**src/fault_cfg.svh**
```systemverilog
// Constants shared by the fault recorder and its clear controller.
// Assumes inclusion by bare name from package, interface and modules.
`ifndef FAULT_CFG_SVH
`define FAULT_CFG_SVH

`define LINK_AW         16
`define DATA_W          32
`define MEDIA_REC_OFS   16'h4194
`define BLT_REC_OFS     16'h4294
`define IIR_OFS         16'h40A4
`define EIR_OFS         16'h40B0
`define ESR_OFS         16'h40B4
`define EMR_OFS         16'h40B8

`define REC_VALID_BIT   0
`define REC_RSVD_W      2
`define REC_SEL_BIT     11
`define REC_SRC_W       8
`define REC_VPAGE_W     20

`define ERR_W           8
`define ERR_PGTBL       0
`define ERR_MEDIA       1
`define ERR_BLT         2
`define ERR_OP_LO       3
`define ERR_OP_W        5
`define EMR_RST         8'hFF
`define IIR_MASTER_BIT  15

`define APB_AW          8
`define C_CTRL          8'h00
`define C_STATUS        8'h04
`define C_ACC_ADDR      8'h08
`define C_ACC_WDATA     8'h0C
`define C_ACC_RDATA     8'h10
`define C_CLR_CFG       8'h14
`define C_INT_STATUS    8'h18
`define C_INT_MASK      8'h1C
`define CTRL_START      0
`define CTRL_GO         1
`define CTRL_WR         2
`define CFG_MEDIA       0
`define CFG_BLT         1
`define CFG_EIR_LO      8
`define INT_SEQ         0
`define INT_ACC         1
`define INT_MERR        2
`define INT_W           3

`endif

```
**src/fault_pkg.sv**
```systemverilog
// Types for the fault recorder and the clear controller.
// Assumes fault_cfg.svh is on the include path.
`include "fault_cfg.svh"
package fault_pkg;

  typedef struct packed {
    logic [`REC_VPAGE_W-1:0] vpage;
    logic                    sel;
    logic [`REC_SRC_W-1:0]   src;
    logic                    valid;
  } rec_t;

  typedef struct packed {
    rec_t                media;
    rec_t                blt;
    logic [`ERR_W-1:0]   error_status_register;
    logic [`ERR_W-1:0]   error_identity_register;
    logic [`ERR_W-1:0]   error_mask_register;
    logic                master;
    logic                ack;
    logic [`DATA_W-1:0]  rdata;
    logic                media_inv;
    logic                blt_inv;
  } dev_state_t;

  typedef enum logic [2:0] {
    S_IDLE = 3'b000,
    S_MED  = 3'b001,
    S_BLT  = 3'b010,
    S_EIR  = 3'b011,
    S_IIR  = 3'b100,
    S_ACC  = 3'b101
  } seq_t;

  typedef struct packed {
    seq_t                seq;
    logic                req;
    logic                we;
    logic [`LINK_AW-1:0] addr;
    logic [`DATA_W-1:0]  wdata;
    logic [`LINK_AW-1:0] acc_addr;
    logic [`DATA_W-1:0]  acc_wdata;
    logic [`DATA_W-1:0]  acc_rdata;
    logic                acc_we;
    logic                clr_media;
    logic                clr_blt;
    logic [`ERR_W-1:0]   clr_eir;
    logic [`INT_W-1:0]   int_st;
    logic [`INT_W-1:0]   int_mask;
    logic                merr_q;
    logic                irq;
    logic [`DATA_W-1:0]  prdata;
    logic                pready;
  } ctl_state_t;

endpackage

```
**src/fault_link_if.sv**
```systemverilog
// Register link between the fault recorder and its clear controller.
// Assumes both ends share clk_i; req holds until a one-cycle ack.
`include "fault_cfg.svh"
`timescale 1ns/1ps
interface fault_link_if;
  logic                req;
  logic                we;
  logic [`LINK_AW-1:0] addr;
  logic [`DATA_W-1:0]  wdata;
  logic                ack;
  logic [`DATA_W-1:0]  rdata;
  logic                master_err;

  modport dev (
    input  req,
    input  we,
    input  addr,
    input  wdata,
    output ack,
    output rdata,
    output master_err
  );

  modport ctl (
    output req,
    output we,
    output addr,
    output wdata,
    input  ack,
    input  rdata,
    input  master_err
  );
endinterface

```
**src/fault_recorder.sv**
```systemverilog
// First page fault records for media and blitter engines, plus the
// error status, identity, mask and master interrupt registers.
// Assumes the translation unit gives one-cycle fault strobes with
// address, source and table select valid in the same cycle.
`include "fault_cfg.svh"
`timescale 1ns/1ps
module fault_recorder (
  input  wire logic                   clk_i,
  input  wire logic                   rst_i,
  fault_link_if.dev                   lk,
  input  wire logic                   media_fault_i,
  input  wire logic [`REC_VPAGE_W-1:0] media_vpage_i,
  input  wire logic                   media_sel_i,
  input  wire logic [`REC_SRC_W-1:0]   media_src_i,
  input  wire logic                   blt_fault_i,
  input  wire logic [`REC_VPAGE_W-1:0] blt_vpage_i,
  input  wire logic                   blt_sel_i,
  input  wire logic [`REC_SRC_W-1:0]   blt_src_i,
  input  wire logic                   pgtbl_err_i,
  input  wire logic [`ERR_OP_W-1:0]    op_err_i,
  output logic                        media_cycle_invalid_o,
  output logic                        blt_cycle_invalid_o
);
  import fault_pkg::*;

  dev_state_t        s;
  dev_state_t        next_s;
  logic              taken;
  logic              wr;
  logic [`ERR_W-1:0] eir_clr;
  logic              iir_clr;
  logic [`ERR_W-1:0] set_v;
  logic [`ERR_W-1:0] keep_mask;

  // Capture only while disarmed record is empty
  function automatic rec_t rec_capture(
    input rec_t                    r,
    input logic                    f,
    input logic [`REC_VPAGE_W-1:0] vp,
    input logic                    sel,
    input logic [`REC_SRC_W-1:0]   src
  );
    rec_t c;
    c = r;
    if (f && !r.valid) begin
      c.vpage = vp;
      c.sel   = sel;
      c.src   = src;
      c.valid = 1'b1;
    end
    return c;
  endfunction

  // Reserved bits always read zero
  function automatic logic [`DATA_W-1:0] rec_word(input rec_t r);
    return {r.vpage, r.sel, r.src, {`REC_RSVD_W{1'b0}}, r.valid};
  endfunction

  function automatic logic [`DATA_W-1:0] reg_read(
    input dev_state_t          st,
    input logic [`LINK_AW-1:0] a
  );
    logic [`DATA_W-1:0] d;
    d = '0;
    unique case (a)
      `MEDIA_REC_OFS: d = rec_word(st.media);
      `BLT_REC_OFS:   d = rec_word(st.blt);
      `EIR_OFS:       d = `DATA_W'(st.error_identity_register);
      `ESR_OFS:       d = `DATA_W'(st.error_status_register);
      `EMR_OFS:       d = `DATA_W'(st.error_mask_register);
      `IIR_OFS:       d[`IIR_MASTER_BIT] = st.master;
      default:        d = '0;
    endcase
    return d;
  endfunction

  // A record write clears only when bit 0 is written as zero
  function automatic logic rec_clear(
    input logic                wr_en,
    input logic [`LINK_AW-1:0] a,
    input logic [`LINK_AW-1:0] ofs,
    input logic [`DATA_W-1:0]  wd
  );
    return wr_en && (a == ofs) && !wd[`REC_VALID_BIT];
  endfunction

  always_comb begin
    next_s    = s;
    taken     = lk.req && !s.ack;
    wr        = taken && lk.we;
    eir_clr   = '0;
    iir_clr   = 1'b0;
    set_v     = '0;
    keep_mask = '0;

    next_s.ack = taken;
    if (taken && !lk.we) begin
      next_s.rdata = reg_read(s, lk.addr);
    end

    // Clear first so a fault in the same cycle still records
    if (rec_clear(wr, lk.addr, `MEDIA_REC_OFS, lk.wdata)) begin
      next_s.media = '0;
    end
    if (rec_clear(wr, lk.addr, `BLT_REC_OFS, lk.wdata)) begin
      next_s.blt = '0;
    end
    next_s.media = rec_capture(next_s.media, media_fault_i,
                               media_vpage_i, media_sel_i, media_src_i);
    next_s.blt   = rec_capture(next_s.blt, blt_fault_i,
                               blt_vpage_i, blt_sel_i, blt_src_i);

    if (wr && lk.addr == `EIR_OFS) begin
      eir_clr = lk.wdata[`ERR_W-1:0];
    end
    if (wr && lk.addr == `EMR_OFS) begin
      next_s.error_mask_register = lk.wdata[`ERR_W-1:0];
    end
    if (wr && lk.addr == `IIR_OFS) begin
      iir_clr = lk.wdata[`IIR_MASTER_BIT];
    end

    // Page table error survives any clear until reset
    keep_mask[`ERR_PGTBL] = 1'b1;
    eir_clr = eir_clr & ~keep_mask;

    // Record valid levels hold their status bits, so a record must be
    // cleared before its identity bit will stay clear.
    set_v[`ERR_PGTBL] = pgtbl_err_i;
    set_v[`ERR_MEDIA] = s.media.valid || media_fault_i;
    set_v[`ERR_BLT]   = s.blt.valid || blt_fault_i;
    set_v[`ERR_OP_LO +: `ERR_OP_W] = op_err_i;

    // Sources win over a clear in the same cycle
    next_s.error_status_register = (s.error_status_register & ~eir_clr) | set_v;
    next_s.error_identity_register = (s.error_identity_register & ~eir_clr) | (set_v & ~s.error_mask_register);

    // Master stays up while any identity bit remains
    next_s.master = (s.master && !iir_clr) || (|s.error_identity_register);

    next_s.media_inv = media_fault_i;
    next_s.blt_inv   = blt_fault_i;
  end

  always_ff @(posedge clk_i or posedge rst_i) begin
    if (rst_i) begin
      s     <= '0;
      s.error_mask_register <= `EMR_RST;
    end else begin
      s <= next_s;
    end
  end

  assign lk.ack                = s.ack;
  assign lk.rdata              = s.rdata;
  assign lk.master_err         = s.master;
  assign media_cycle_invalid_o = s.media_inv;
  assign blt_cycle_invalid_o   = s.blt_inv;

endmodule

```
**src/flat_wrapper.sv**
```systemverilog
// flat-port wrapper written by rule: the top's interface ports become plain ports
module fault_recorder_flat import fault_pkg::*;
  (clk_i, rst_i, media_fault_i, media_vpage_i, media_sel_i, media_src_i, blt_fault_i, blt_vpage_i, blt_sel_i, blt_src_i, pgtbl_err_i, op_err_i, media_cycle_invalid_o, blt_cycle_invalid_o, lk_req, lk_we, lk_addr, lk_wdata, lk_ack, lk_rdata, lk_master_err);
  fault_link_if lk_i ();
  input  wire logic clk_i;
  input  wire logic rst_i;
  input  wire logic media_fault_i;
  input  wire logic [`REC_VPAGE_W-1:0] media_vpage_i;
  input  wire logic media_sel_i;
  input  wire logic [`REC_SRC_W-1:0] media_src_i;
  input  wire logic blt_fault_i;
  input  wire logic [`REC_VPAGE_W-1:0] blt_vpage_i;
  input  wire logic blt_sel_i;
  input  wire logic [`REC_SRC_W-1:0] blt_src_i;
  input  wire logic pgtbl_err_i;
  input  wire logic [`ERR_OP_W-1:0] op_err_i;
  output logic media_cycle_invalid_o;
  output logic blt_cycle_invalid_o;
  input wire logic [$bits(lk_i.req)-1:0] lk_req;
  input wire logic [$bits(lk_i.we)-1:0] lk_we;
  input wire logic [$bits(lk_i.addr)-1:0] lk_addr;
  input wire logic [$bits(lk_i.wdata)-1:0] lk_wdata;
  output wire logic [$bits(lk_i.ack)-1:0] lk_ack;
  output wire logic [$bits(lk_i.rdata)-1:0] lk_rdata;
  output wire logic [$bits(lk_i.master_err)-1:0] lk_master_err;
  assign lk_i.req = lk_req;
  assign lk_i.we = lk_we;
  assign lk_i.addr = lk_addr;
  assign lk_i.wdata = lk_wdata;
  assign lk_ack = lk_i.ack;
  assign lk_rdata = lk_i.rdata;
  assign lk_master_err = lk_i.master_err;
  fault_recorder u_core (.clk_i(clk_i), .rst_i(rst_i), .lk(lk_i), .media_fault_i(media_fault_i), .media_vpage_i(media_vpage_i), .media_sel_i(media_sel_i), .media_src_i(media_src_i), .blt_fault_i(blt_fault_i), .blt_vpage_i(blt_vpage_i), .blt_sel_i(blt_sel_i), .blt_src_i(blt_src_i), .pgtbl_err_i(pgtbl_err_i), .op_err_i(op_err_i), .media_cycle_invalid_o(media_cycle_invalid_o), .blt_cycle_invalid_o(blt_cycle_invalid_o));
endmodule
```
**config.mk**
```make
export PLATFORM = sky130hd
export DESIGN_NAME = fault_recorder_flat
export DESIGN_NICKNAME = d
export VERILOG_FILES = /design/src/fault_pkg.sv /design/src/fault_link_if.sv /design/src/fault_recorder.sv /design/src/flat_wrapper.sv
export VERILOG_INCLUDE_DIRS = /design/src
export SDC_FILE = /design/constraint.sdc
export NUM_CORES = 1
export LEC_CHECK = 0
export ABC_AREA = 1
export CAP_MARGIN = 0
export CORE_MARGIN = 10
export CORE_UTILIZATION = 45
export DETAILED_ROUTE_END_ITERATION = 10
export DONT_BUFFER_PORTS = 1
export HOLD_SLACK_MARGIN = 0.02
export PLACE_DENSITY_LB_ADDON = 0.12
export SLEW_MARGIN = 10
export SYNTH_ARGS = -nofsm -noshare
export SYNTH_HDL_FRONTEND = slang
export SYNTH_SLANG_ARGS = --single-unit
export TNS_END_PERCENT = 5
```
**constraint.sdc**
```tcl
create_clock -name clk_i -period 3.17 [get_ports clk_i]
set_input_delay 0.1585 -clock clk_i [delete_from_list [all_inputs] [get_ports clk_i]]
set_output_delay 0.1585 -clock clk_i [all_outputs]
set_load 0.01 [all_outputs]
```
==> impl_results.md, run 1 <==
* Max cap viols at 0
* DR pass1 iterations at 5
* Worst min-delay path endpoint: u_core.lk.master_err
* Die Y at about 140 µm
* Max FO, Critical Path at 27
* Busiest grt layer: met2
* Clock root buffer: clkbuf_16
* Crit path arrival time at around 2600 ps
* CTS sink cnt at 120
* Synth-to-Final Area Change at 22.50%
* Reg2Reg Depth at 7
* Status: complete, no violations
* Final hold slack at approximately 90 ps
* Number of global-route vias before repair at around 5400
* Skew-Pair Late Insertion Delay at approximately 420 ps
* Final ANT Viol Nets at 0
* Period utilization at 0.7021
* Actual slew at the worst max-slew pin at between 1000 and 1500 ps
* Starting Density at 0.4569
* Worst R2R Start: u_core.lk.ack
* Rows at 42
* Seq cells post-synth at 120
* Synth area leader: dfrtp_1
* Antenna diodes at 0
* CP Capture Type: flip-flop
* Mapped Avg Cell Area at about 8.2 µm²
* Final Util at 0.5598
* Met2 global-route usage at 0.3191
* Mapped Area at between 0.006 and 0.007 mm²
* Final setup vio count at 0
* Final hold vios at 0
* GPL Wtd Cong at roughly 0.82
* Largest cells by area after synthesis: dfrtp_1 47%, nand2_1 15%, nand3_1 8.7%
* HP Start: lk_addr[5]
* Yosys Warn Count at 0
* Cells after Synth at 736
* Synth unique cells at 25
* Setup_tns at 0 ps
* R2r setup slk at 940 ps
* WP data required at roughly 3500 ps
* Hold Path Stages at 5
* Total GRT Usage at 0.1991
* Clk slew on worst S/H paths at roughly 60 ps
* Layout cells sized above 1 at 0.09566
* Nets at ~890
* Syn_nets at approximately 850
* FMAX at around 450 MHz
* Fill cells at roughly 1200
* CTS Buffer Depth at 2
* Vias per cell at about 5.5
* Tmin final at about 2200 ps
* Total die area at approximately 0.018 mm²
* Post_cts resized at 0
* Wire length per cell at 18.89 µm
* M3 GR Usage at 0.06083
* Dpl cells at around 840
* Core area at 0.01319 mm²
* Leakage at about 3.5 nW
* Max-slew violation count at 0
* DP HPWL at roughly 11000 µm
* Seq/Total Area, Yosys at 0.4999
* Synth top area share at 0.4650
* Port Buf Inserts at 0
* P per Cell Area at ~560 mW/mm²
* Initial antenna violation count at 0
* Met1 Usage GRT at 0.2404
* Drt initial violations at around 380
* Peak VDD IR at ~340 µV
* Die Wd at roughly 140 µm
* Largest net degree at the start of global routing at 77
* First-pass GRT wire length at roughly 29000 µm
* Total CTS buffers at 17
* Worst hold path type: input port to flip-flop
* H-tree depth at 4
* I/O pin cnt at 154
* GRT Residual Overflow at 0
* RR Endpoint: u_core.lk.rdata[30]
* Via count at roughly 5200
* Residual DRC at 0
* Final cell count without fillers at between 900 and 1000
* RSZ-0062 raised after global routing: false
* Routed WL at about 18000 µm
* CTS tree: yes
* Critical setup path kind: flip-flop to flip-flop
* Slew margin rel. at 0.2293
* CP Launch Type: flip-flop
* Clock Skews at between 6 and 7 ps
==> layer usage <==
layer / vias to the layer above / wire length, µm
met4: 0 / 490
met3: 35 / 1211
li1: 2465 / -
met1: 2585 / 7709
met5: - / 0
met2: 154 / 8725
==> worst max path at each step <==
stage / slack, ps / start / depth (start not counted) / endpoint
2_1_floorplan: 1550 / rst_i / 1 / u_core.blt_cycle_invalid_o
3_3_place_gp: 1030 / u_core.lk.ack / 7 / u_core.lk.rdata[11]
5_1_grt: 790 / u_core.lk.ack / 7 / u_core.lk.rdata[11]
4_1_cts: 940 / u_core.lk.ack / 7 / u_core.lk.rdata[12]
3_5_place_dp: 950 / u_core.lk.ack / 7 / u_core.lk.rdata[12]
6_report: 940 / u_core.lk.ack / 7 / u_core.lk.rdata[30]
==> worst max-delay path, cell delays in order, from the launching register on <==
cell and delay (ps):
dfrtp_1 460, nor2_1 180, nand2_1 70, buf_4 250, inv_1 660, buf_4 380
nand2_1 100, nand2_1 60
==> metrics by stage <==
step	power, W	worst slack (ps)	cell area [µm²]
global route	0.004292	786.4	7383
floorplan	0.001910	1549	6031
global placement	0.001935	1034	5869
detailed placement	0.001947	949.2	5869
finish	0.004146	944.4	7383
CTS	0.004178	943.6	7383
==> cell usage in the layout, fill, tap and decap left out, types with 3 or more instances in the layout <==
master / synthesis / final
and2_1: 3 / 3
buf_12: 0 / 3
buf_4: 36 / 10
bufinv_16: 0 / 4
clkbuf_16: 0 / 17
clkbuf_8: 0 / 6
dfrtp_1: 112 / 112
dfstp_2: 8 / 8
dlygate4sd3_1: 0 / 82
inv_1: 36 / 35
nand2_1: 243 / 243
nand3_1: 105 / 105
nand4_1: 12 / 12
nor2_1: 30 / 30
nor2_2: 3 / 3
nor2_4: 5 / 5
o211ai_1: 58 / 58
o21ai_0: 9 / 9
o21ai_1: 10 / 10
o21bai_1: 5 / 5
or2_2: 10 / 10
==> synth_stat cells, drive strengths merged <==
cell type	number
o21ai	19
and2	3
nor4	2
inv	37
nor2	38
nand3	106
o21bai	5
buf	57
or2	10
nand2	245
dfstp	8
o211ai	58
nor3	1
clkbuf	22
nand4	12
dfrtp	112
clkinv	1
==> area by class of cell <==
type / instances / area (µm²) / share of cell area
inverter: 38 / 146.4 / 0.01983
sequential: 120 / 3013 / 0.4081
clock inverter: 7 / 137.6 / 0.01864
tap: 176 / 220.2 / 0.02983
multi-input combinational: 499 / 2395 / 0.3244
clock buffer: 25 / 515.5 / 0.06982
timing repair buffer: 95 / 955.9 / 0.1295
==> sequential cells by signal, summed over array words and instances (netlist names) <==
signal and cells:
u_core.blt_cycle_invalid_o 1, u_core.lk.ack 1, u_core.lk.master_err 1, u_core.lk.rdata 32, u_core.media_cycle_invalid_o 1, u_core.s 84
==> cells by family after synthesis <==
group | after synthesis | share of synthesized area
and+or+nand+nor | 417 | 0.3031
DFF | 120 | 0.4999
buffers and inverters | 117 | 0.1028
AOI/OAI and AO/OA | 82 | 0.09425
==> timing repair <==
action / in CTS / in global routing
hold endpoints to repair: 130 / 0
setup buffers: 0 / 0
hold buffers: 84 / 0
==> report_power, final <==
group          internal, W  total (W)  switching (W)
Sequential         0.00164    0.00170      0.0000670
Combinational     0.000152   0.000321       0.000169
Clock              0.00144    0.00212       0.000684
Power figures use the tool's default switching activity.
==> run 2: changes to the inputs <==
==> constraint.sdc (replaced) <==
create_clock -name clk_i -period 2.2 [get_ports clk_i]
set_input_delay 0.11 -clock clk_i [delete_from_list [all_inputs] [get_ports clk_i]]
set_output_delay 0.11 -clock clk_i [all_outputs]
set_load 0.01 [all_outputs]
==> run 2 against run 1 <==
Effect of this change: design area rose by 1.7%; via count barely moved; clock-buffer cell count did not move; utilization rose by 0.94 points; critical endpoint is now u_core.s[58]; maximum frequency rose by 8.6%; global-route usage rose by 0.43 points; wire length rose by 0.19%; critical path depth fell by 2; sequential share of layout area fell by 0.67 points; clock power rose by 45%; first-iteration DRC count rose by 17%; register-to-register slack got worse by 790 ps.
==> impl_results.md, run 2 (synthesized netlist as in run 1, its figures left out) <==
* Status: complete, no violations
* Skew-Pair Late Insertion Delay at 420 ps (about the same)
* Drt initial violations at 438 (+17%)
* Reg2Reg Depth at 5 (-2)
* CP Capture Type: flip-flop
* CTS Buffer Depth at 2 (unchanged)
* Clk slew on worst S/H paths at 60 ps (about the same)
* Final hold slack at 55.92 ps (-35.04 ps)
* Clock root buffer: clkbuf_16
* Leading cell type in the layout, fill and taps excluded: nand2_1
* Initial antenna violation count at 1 (+1)
* Max cap viols at 0 (unchanged)
* H-tree depth at 4 (unchanged)
* Antenna diodes at 0 (unchanged)
* Crit-path max cell delay at 550 ps (-110 ps)
* Critical setup path kind: flip-flop to flip-flop
* Worst R2R Start: u_core.lk.ack
* Final ANT Viol Nets at 0 (unchanged)
* Crit path arrival time at 2350 ps (-240 ps)
* Final setup vio count at 0 (unchanged)
* Vias per cell at 5.380 (-1.4%)
* DP HPWL at 11900 µm (+5.0%)
* Starting Density at 0.4569 (unchanged)
* Final hold vios at 0 (unchanged)
* Slew margin rel. at 0.5440 (+0.3146)
* DR pass1 iterations at 5 (unchanged)
* Rows at 42 (unchanged)
* Tmin final at 2050 ps (-175.8 ps)
* Worst hold path type: input port to flip-flop
* CP Launch Point: u_core.lk.ack
* FMAX at 487.9 MHz (+8.6%)
* Total CTS buffers at 17 (unchanged)
* Core area at 0.01319 mm² (unchanged)
* Worst min-delay path endpoint: u_core.lk.master_err
* Buf/Inv on CP at 1 (-2)
* Setup_tns at 0 ps (unchanged)
* Routed WL at 18170 µm (+0.19%)
* Layout cells sized above 1 at 0.1117 (+0.01601)
* RSZ-0062 raised after global routing: false
* Slowest CP cell: dlygate4sd3_1
* GPL Wtd Cong at 0.8156 (-0.63%)
* Leakage at 3.552 nW (+2.3%)
* Synth-to-Final Area Change at 24.56%
* Via count at 5235 (-0.076%)
* HP Start: lk_addr[5]
* Period utilization at 0.9317 (+0.2296)
* Commonest non-fill, non-tap cells in the layout: 243 x nand2_1, 112 x dfrtp_1, 105 x nand3_1, 82 x dlygate4sd3_1, 58 x o211ai_1
* Max-slew violation count at 0 (unchanged)
* CTS tree: yes
* Biggest register: u_core.s
* Critical path's top delay family: simple AND/OR/NAND/NOR gates
* CP Launch Type: flip-flop
* Total GRT Usage at 0.2034 (+0.004259)
* Number of flip-flops in the largest register at 84 (unchanged)
* Crit-path cells: nor3_4 -> nand2_2 -> o21ai_1 -> nand2_1 -> dlygate4sd3_1
* CTS sink cnt at 120 (unchanged)
* R2r setup slk at 150 ps (-790 ps)
* Max FO, Critical Path at 14 (-48%)
* Die Wd at 135.7 µm (unchanged)
* I/O pin cnt at 154 (unchanged)
* Residual DRC at 0 (unchanged)
* Peak VDD IR at 538.5 µV (+57%)
* First-pass GRT wire length at 29500 µm (+2.8%)
* Die Y at 135.7 µm (unchanged)
* Clock Skews at 8.119 ps (+1.926 ps)
* Actual slew at the worst max-slew pin at 683.3 ps (-471.5 ps)
* Nets at 902 (+1.5%)
* Wire length per cell at 18.68 µm (-1.1%)
* RR Endpoint: u_core.s[58]
* GRT Residual Overflow at 0 (unchanged)
* Total die area at 0.01842 mm² (unchanged)
* Largest net degree at the start of global routing at 64 (-17%)
* WP data required at 2500 ps (-1030 ps)
* Number of global-route vias before repair at 5457 (+1.1%)
* P per Cell Area at 800.4 mW/mm² (+43%)
* Port Buf Inserts at 0 (unchanged)
* Hold Path Stages at 5 (unchanged)
-- run 2: changes by cell type in the layout (fill, tap and decap cells not counted), sizes merged --
cell      before  now
buf           13   26
clkinv         3    4
clkinvlp       2    1
-- run 2: per-layer routing --
layer  wire [µm]  part of all wire  track usage
met5           0                 0            0
met4         351             0.019      0.07476
met3        1239             0.068      0.05601
met2        8710              0.48       0.3296
met1        7870              0.43       0.2531
-- run 2: worst max path at each step --
| stage | depth (start not counted) | to | slack [ps] |
|---|---|---|---|
| after CTS | 5 | u_core.s[49] | 10 |
| after global placement | 6 | u_core.s[88] | 440 |
| after global routing | 5 | u_core.s[55] | 60 |
| after floorplan | 1 | u_core.blt_cycle_invalid_o | 630 |
| after detailed placement | 6 | u_core.s[85] | 410 |
| final | 5 | u_core.s[58] | 150 |
-- run 2: cell type report --
| cell class | instances | area (µm²) |
|---|---|---|
| sequential | 120 | 3013 |
| clock buffer | 25 | 525.5 |
| multi-input combinational | 499 | 2401 |
| tap | 176 | 220.2 |
| clock inverter | 7 | 135.1 |
| timing repair buffer | 108 | 1066 |
| inverter | 38 | 146.4 |
| fill | 1252 | 5683 |
-- run 2: where the power goes --
group	leakage [nW]	internal [W]	switching [W]
clock network	0.329	0.00210	0.000984
logic	1.77	0.000225	0.000245
registers	1.45	0.00236	0.0000965
-- run 2: worst min-delay path, stage by stage --
cell and delay, ps:
nand2_1 50, nor2_1 50, nand3_1 70, o21ai_0 90
nand3_1 80
-- run 2: repair_timing --
item / CTS / global route
resized for setup: 0 / 1
setup buffers: 0 / 0
hold endpoints to repair: 111 / 0
endpoints found under the setup margin: 0 / 5
hold buffers: 84 / 0
-- run 2: per-stage QoR --
stage | power (W) | std cells | instance area, µm² | setup slack (ps) | util
6_report | 0.006009 | 973 | 7507 | 150.2 | 0.5692
5_1_grt | 0.006221 | 973 | 7507 | 56.25 | 0.5692
4_1_cts | 0.006056 | 973 | 7501 | 12.95 | 0.5687
3_5_place_dp | 0.002811 | 857 | 5979 | 409.7 | 0.4533
3_3_place_gp | 0.002793 | 857 | 5979 | 437.5 | 0.4533
2_1_floorplan | 0.002751 | 736 | 6031 | 627.2 | -
==> run 3: changes to the inputs <==
--- a/config.mk
+++ b/config.mk
@@ -6,7 +6,7 @@
 export SDC_FILE = /design/constraint.sdc
 export NUM_CORES = 1
 export LEC_CHECK = 0
-export ABC_AREA = 1
+export ABC_AREA = 0
 export CAP_MARGIN = 0
 export CORE_MARGIN = 10
 export CORE_UTILIZATION = 45
==> run 3 against run 2 <==
Effect of this change: total power grew 0.30%; worst setup slack gained 69 ps; register-to-register slack gained 70 ps; critical endpoint is now u_core.s[79]; cell count shrank 30%; wire length shrank 12%; highest routed layer unchanged; maximum frequency grew 3.5%; first-iteration DRC count shrank 23%; synthesized cell count shrank 37%.
==> impl_results.md, run 3 <==
* Status: complete, no violations
* CTS tree: yes
* Setup_tns at 0 ps (unchanged)
* CP Launch Type: flip-flop
* Post-synth top cells: 112 x dfrtp_1, 62 x a32o_1, 32 x buf_4
* Tmin final at 1981 ps (-68.81 ps)
* Starting Density at 0.4598 (+0.002858)
* Leading cell type in the layout, fill and taps excluded: dfrtp_1
* Seq/Total Area, Yosys at 0.5455 (+0.04564)
* Slowest CP cell: a21oi_4
* Number of flip-flops in the largest register at 84 (unchanged)
* Critical setup path kind: flip-flop to flip-flop
* Peak VDD IR at 730.3 µV (+36%)
* I/O pin cnt at 154 (unchanged)
* Mapped Avg Cell Area at 11.93 µm² (+46%)
* Seq cells post-synth at 120 (unchanged)
* FMAX at 504.8 MHz (+3.5%)
* Core area at 0.01201 mm² (-8.9%)
* Routed WL at 16070 µm (-12%)
* Die Wd at 130.8 µm (-3.6%)
* Layout cells sized above 1 at 0.1810 (+0.06930)
* Fin area at 0.007068 mm² (-5.8%)
* Most common cell in the netlist: dfrtp_1
* Max FO, Critical Path at 29 (+15)
* Buf/Inv on CP at 0 (-1)
* P per Cell Area at 852.7 mW/mm² (+6.5%)
* Initial antenna violation count at 0 (-1)
* Worst hold path type: input port to flip-flop
* Total GRT Usage at 0.1952 (-0.008148)
* WP data required at 2550 ps (+50 ps)
* Number of synthesized flops with an enable pin at 0 (unchanged)
* Drt initial violations at 339 (-23%)
* Commonest non-fill, non-tap cells in the layout: 112 x dfrtp_1, 82 x dlygate4sd3_1, 62 x a32o_1, 28 x a22oi_1, 26 x nand2_1
* Leakage at 2.827 nW (-20%)
* Clock root buffer: clkbuf_16
* Period utilization at 0.9004 (-0.03128)
* Slew margin rel. at 0.3884 (-0.1556)
* FFs w/ async S/R, synth at 1.000 (unchanged)
* Final Util at 0.5884 (+0.01928)
* Biggest register: u_core.s
* Synth-to-Final Area Change at 27.98%
* RSZ-0062 raised after global routing: false
* GRT Residual Overflow at 0 (unchanged)
* Skew-Pair Late Insertion Delay at 420 ps (about the same)
* Vias per cell at 6.102 (+13%)
* Synth area leader: dfrtp_1
* Fill cells at 987 (-21%)
* CTS sink cnt at 120 (unchanged)
* Actual slew at the worst max-slew pin at 915.4 ps (+232.1 ps)
* Final setup vio count at 0 (unchanged)
* Setup WS pre-CTS at -56.38 ps (-466.1 ps)
* Crit-path cells: nand3b_1 -> nor3_1 -> a21oi_4 -> a32o_1
* Placed instance area at 0.005543 mm² (-7.3%)
* Cells after Synth at 463 (-37%)
* Largest cells by area after synthesis: dfrtp_1 51%, a32o_1 11%, buf_4 4.3%
* Total die area at 0.01710 mm² (-7.2%)
* Residual DRC at 0 (unchanged)
* Largest net degree at the start of global routing at 121 (+89%)
* Rows at 40 (-4.8%)
* Die Y at 130.8 µm (-3.6%)
* Final ANT Viol Nets at 0 (unchanged)
* Crit-path max cell delay at 750 ps (+200 ps)
* First-pass GRT wire length at 25190 µm (-15%)
* Yosys Warn Count at 0 (unchanged)
* Final hold vios at 0 (unchanged)
* Final cell count without fillers at 683 (-30%)
* GPL Wtd Cong at 0.8244 (+1.1%)
* Post-CTS Setup Bufs at 0 (unchanged)
* Synth top area share at 0.5075 (+0.04246)
* Max-slew violation count at 0 (unchanged)
* Reg area at 0.003013 mm² (unchanged)
* DP HPWL at 10550 µm (-11%)
* DR pass1 iterations at 5 (unchanged)
* Clk slew on worst S/H paths at 50 ps (about the same)
* Clock Skews at 9.136 ps (+1.017 ps)
* Port Buf Inserts at 0 (unchanged)
* Synth unique cells at 46 (+84%)
* CP Capture Type: flip-flop
* Total CTS buffers at 17 (unchanged)
* Wire length per cell at 23.53 µm (+26%)
* Number of global-route vias before repair at 4452 (-18%)
* CTS Buffer Depth at 2 (unchanged)
* Dpl cells at 567 (-34%)
* H-tree depth at 4 (unchanged)
* Nets at 641 (-29%)
* Critical path's top delay family: compound AO/OA/AOI/OAI gates
* Most used DFF post-synth: dfrtp_1
* Antenna diodes at 0 (unchanged)
* Max cap viols at 0 (unchanged)
* Multi-input gate area at 0.002076 mm² (-14%)
* Mapped Area at 0.005523 mm² (-8.4%)
* Syn_nets at 581 (-32%)
* Via count at 4168 (-20%)
* Setup WS post-layout at 219.0 ps (+68.81 ps)
* Crit path arrival time at 2330 ps (-20 ps)
-- run 3: changes by cell type after synthesis, moves of 14 or more --
cell and change:
nand2_1 -217, nand3_1 -103, a32o_1 +62, o211ai_1 -58, inv_1 -29, a22oi_1 +28, buf_2 -18, nor2_1 -14
-- run 3: path summary, 6_finish.rpt --
path / startpoint / end / slack, ps / cells past startpoint
setup / recovery: u_core.lk.ack / u_core.s[79] / 220 / 4
hold / removal: lk_wdata[0] / u_core.s[90] / 50 / 3
setup reg to reg: u_core.lk.ack / u_core.s[79] / 220 / 4
hold reg to reg: u_core.s[52] / u_core.s[52] / 480 / 1
max in group asynchronous: rst_i / u_core.s[86] / 1310 / 3
min in group asynchronous: rst_i / u_core.lk.rdata[6] / 290 / 3
-- run 3: cells by family (layout without fill, tap and decap cells) --
family | Yosys count | after routing | synth area share
buf+inv | 77 | 150 | 0.08496
compound gates | 157 | 157 | 0.2408
mux | 16 | 16 | 0.03104
simple gates | 93 | 93 | 0.09764
flops | 120 | 120 | 0.5455
-- run 3: layer usage --
metal | vias up | GRT usage | part of all wire
met2 | 136 | 0.3075 | 0.49
met5 | - | 0 | 0
li1 | 1888 | - | -
met3 | 9 | 0.07534 | 0.079
met1 | 2135 | 0.2469 | 0.43
met4 | 0 | 0.04971 | 0.0062
-- run 3: report_power, final --
| group | leakage, nW | switching [W] | internal (W) |
|---|---|---|---|
| Clock | 0.323 | 0.00100 | 0.00210 |
| Combinational | 1.05 | 0.000197 | 0.000265 |
| Sequential | 1.45 | 0.000103 | 0.00236 |
-- run 3: per-stage QoR --
step | hold slack, ps | total power, W
after floorplan | 141.4 | 0.002765
after global placement | 144.3 | 0.002791
after detailed placement | 144.8 | 0.002805
after CTS | 25.51 | 0.006085
after global routing | 33.19 | 0.006251
final | 45.42 | 0.006027
-- run 3: cell type report --
cell class                      instances  share of cell area
Inverter                                7            0.004249
Timing Repair Buffer                  111              0.1558
Sequential cell                       120              0.4263
Clock inverter                         11             0.02744
Multi-Input combinational cell        266              0.2937
Clock buffer                           21             0.06656
Tap cell                              147             0.02602
-- run 3: timing repair --
action,CTS,global route
hold endpoints to repair,202,0
hold buffers,84,0
endpoints found under the setup margin,0,0
gates resized for setup,0,0
-- run 3: worst reg2reg max path: stages (launching register included) --
cell      delay, ps
dfrtp_1         440
nand3b_1        350
nor3_1          140
a21oi_4         750
a32o_1          240
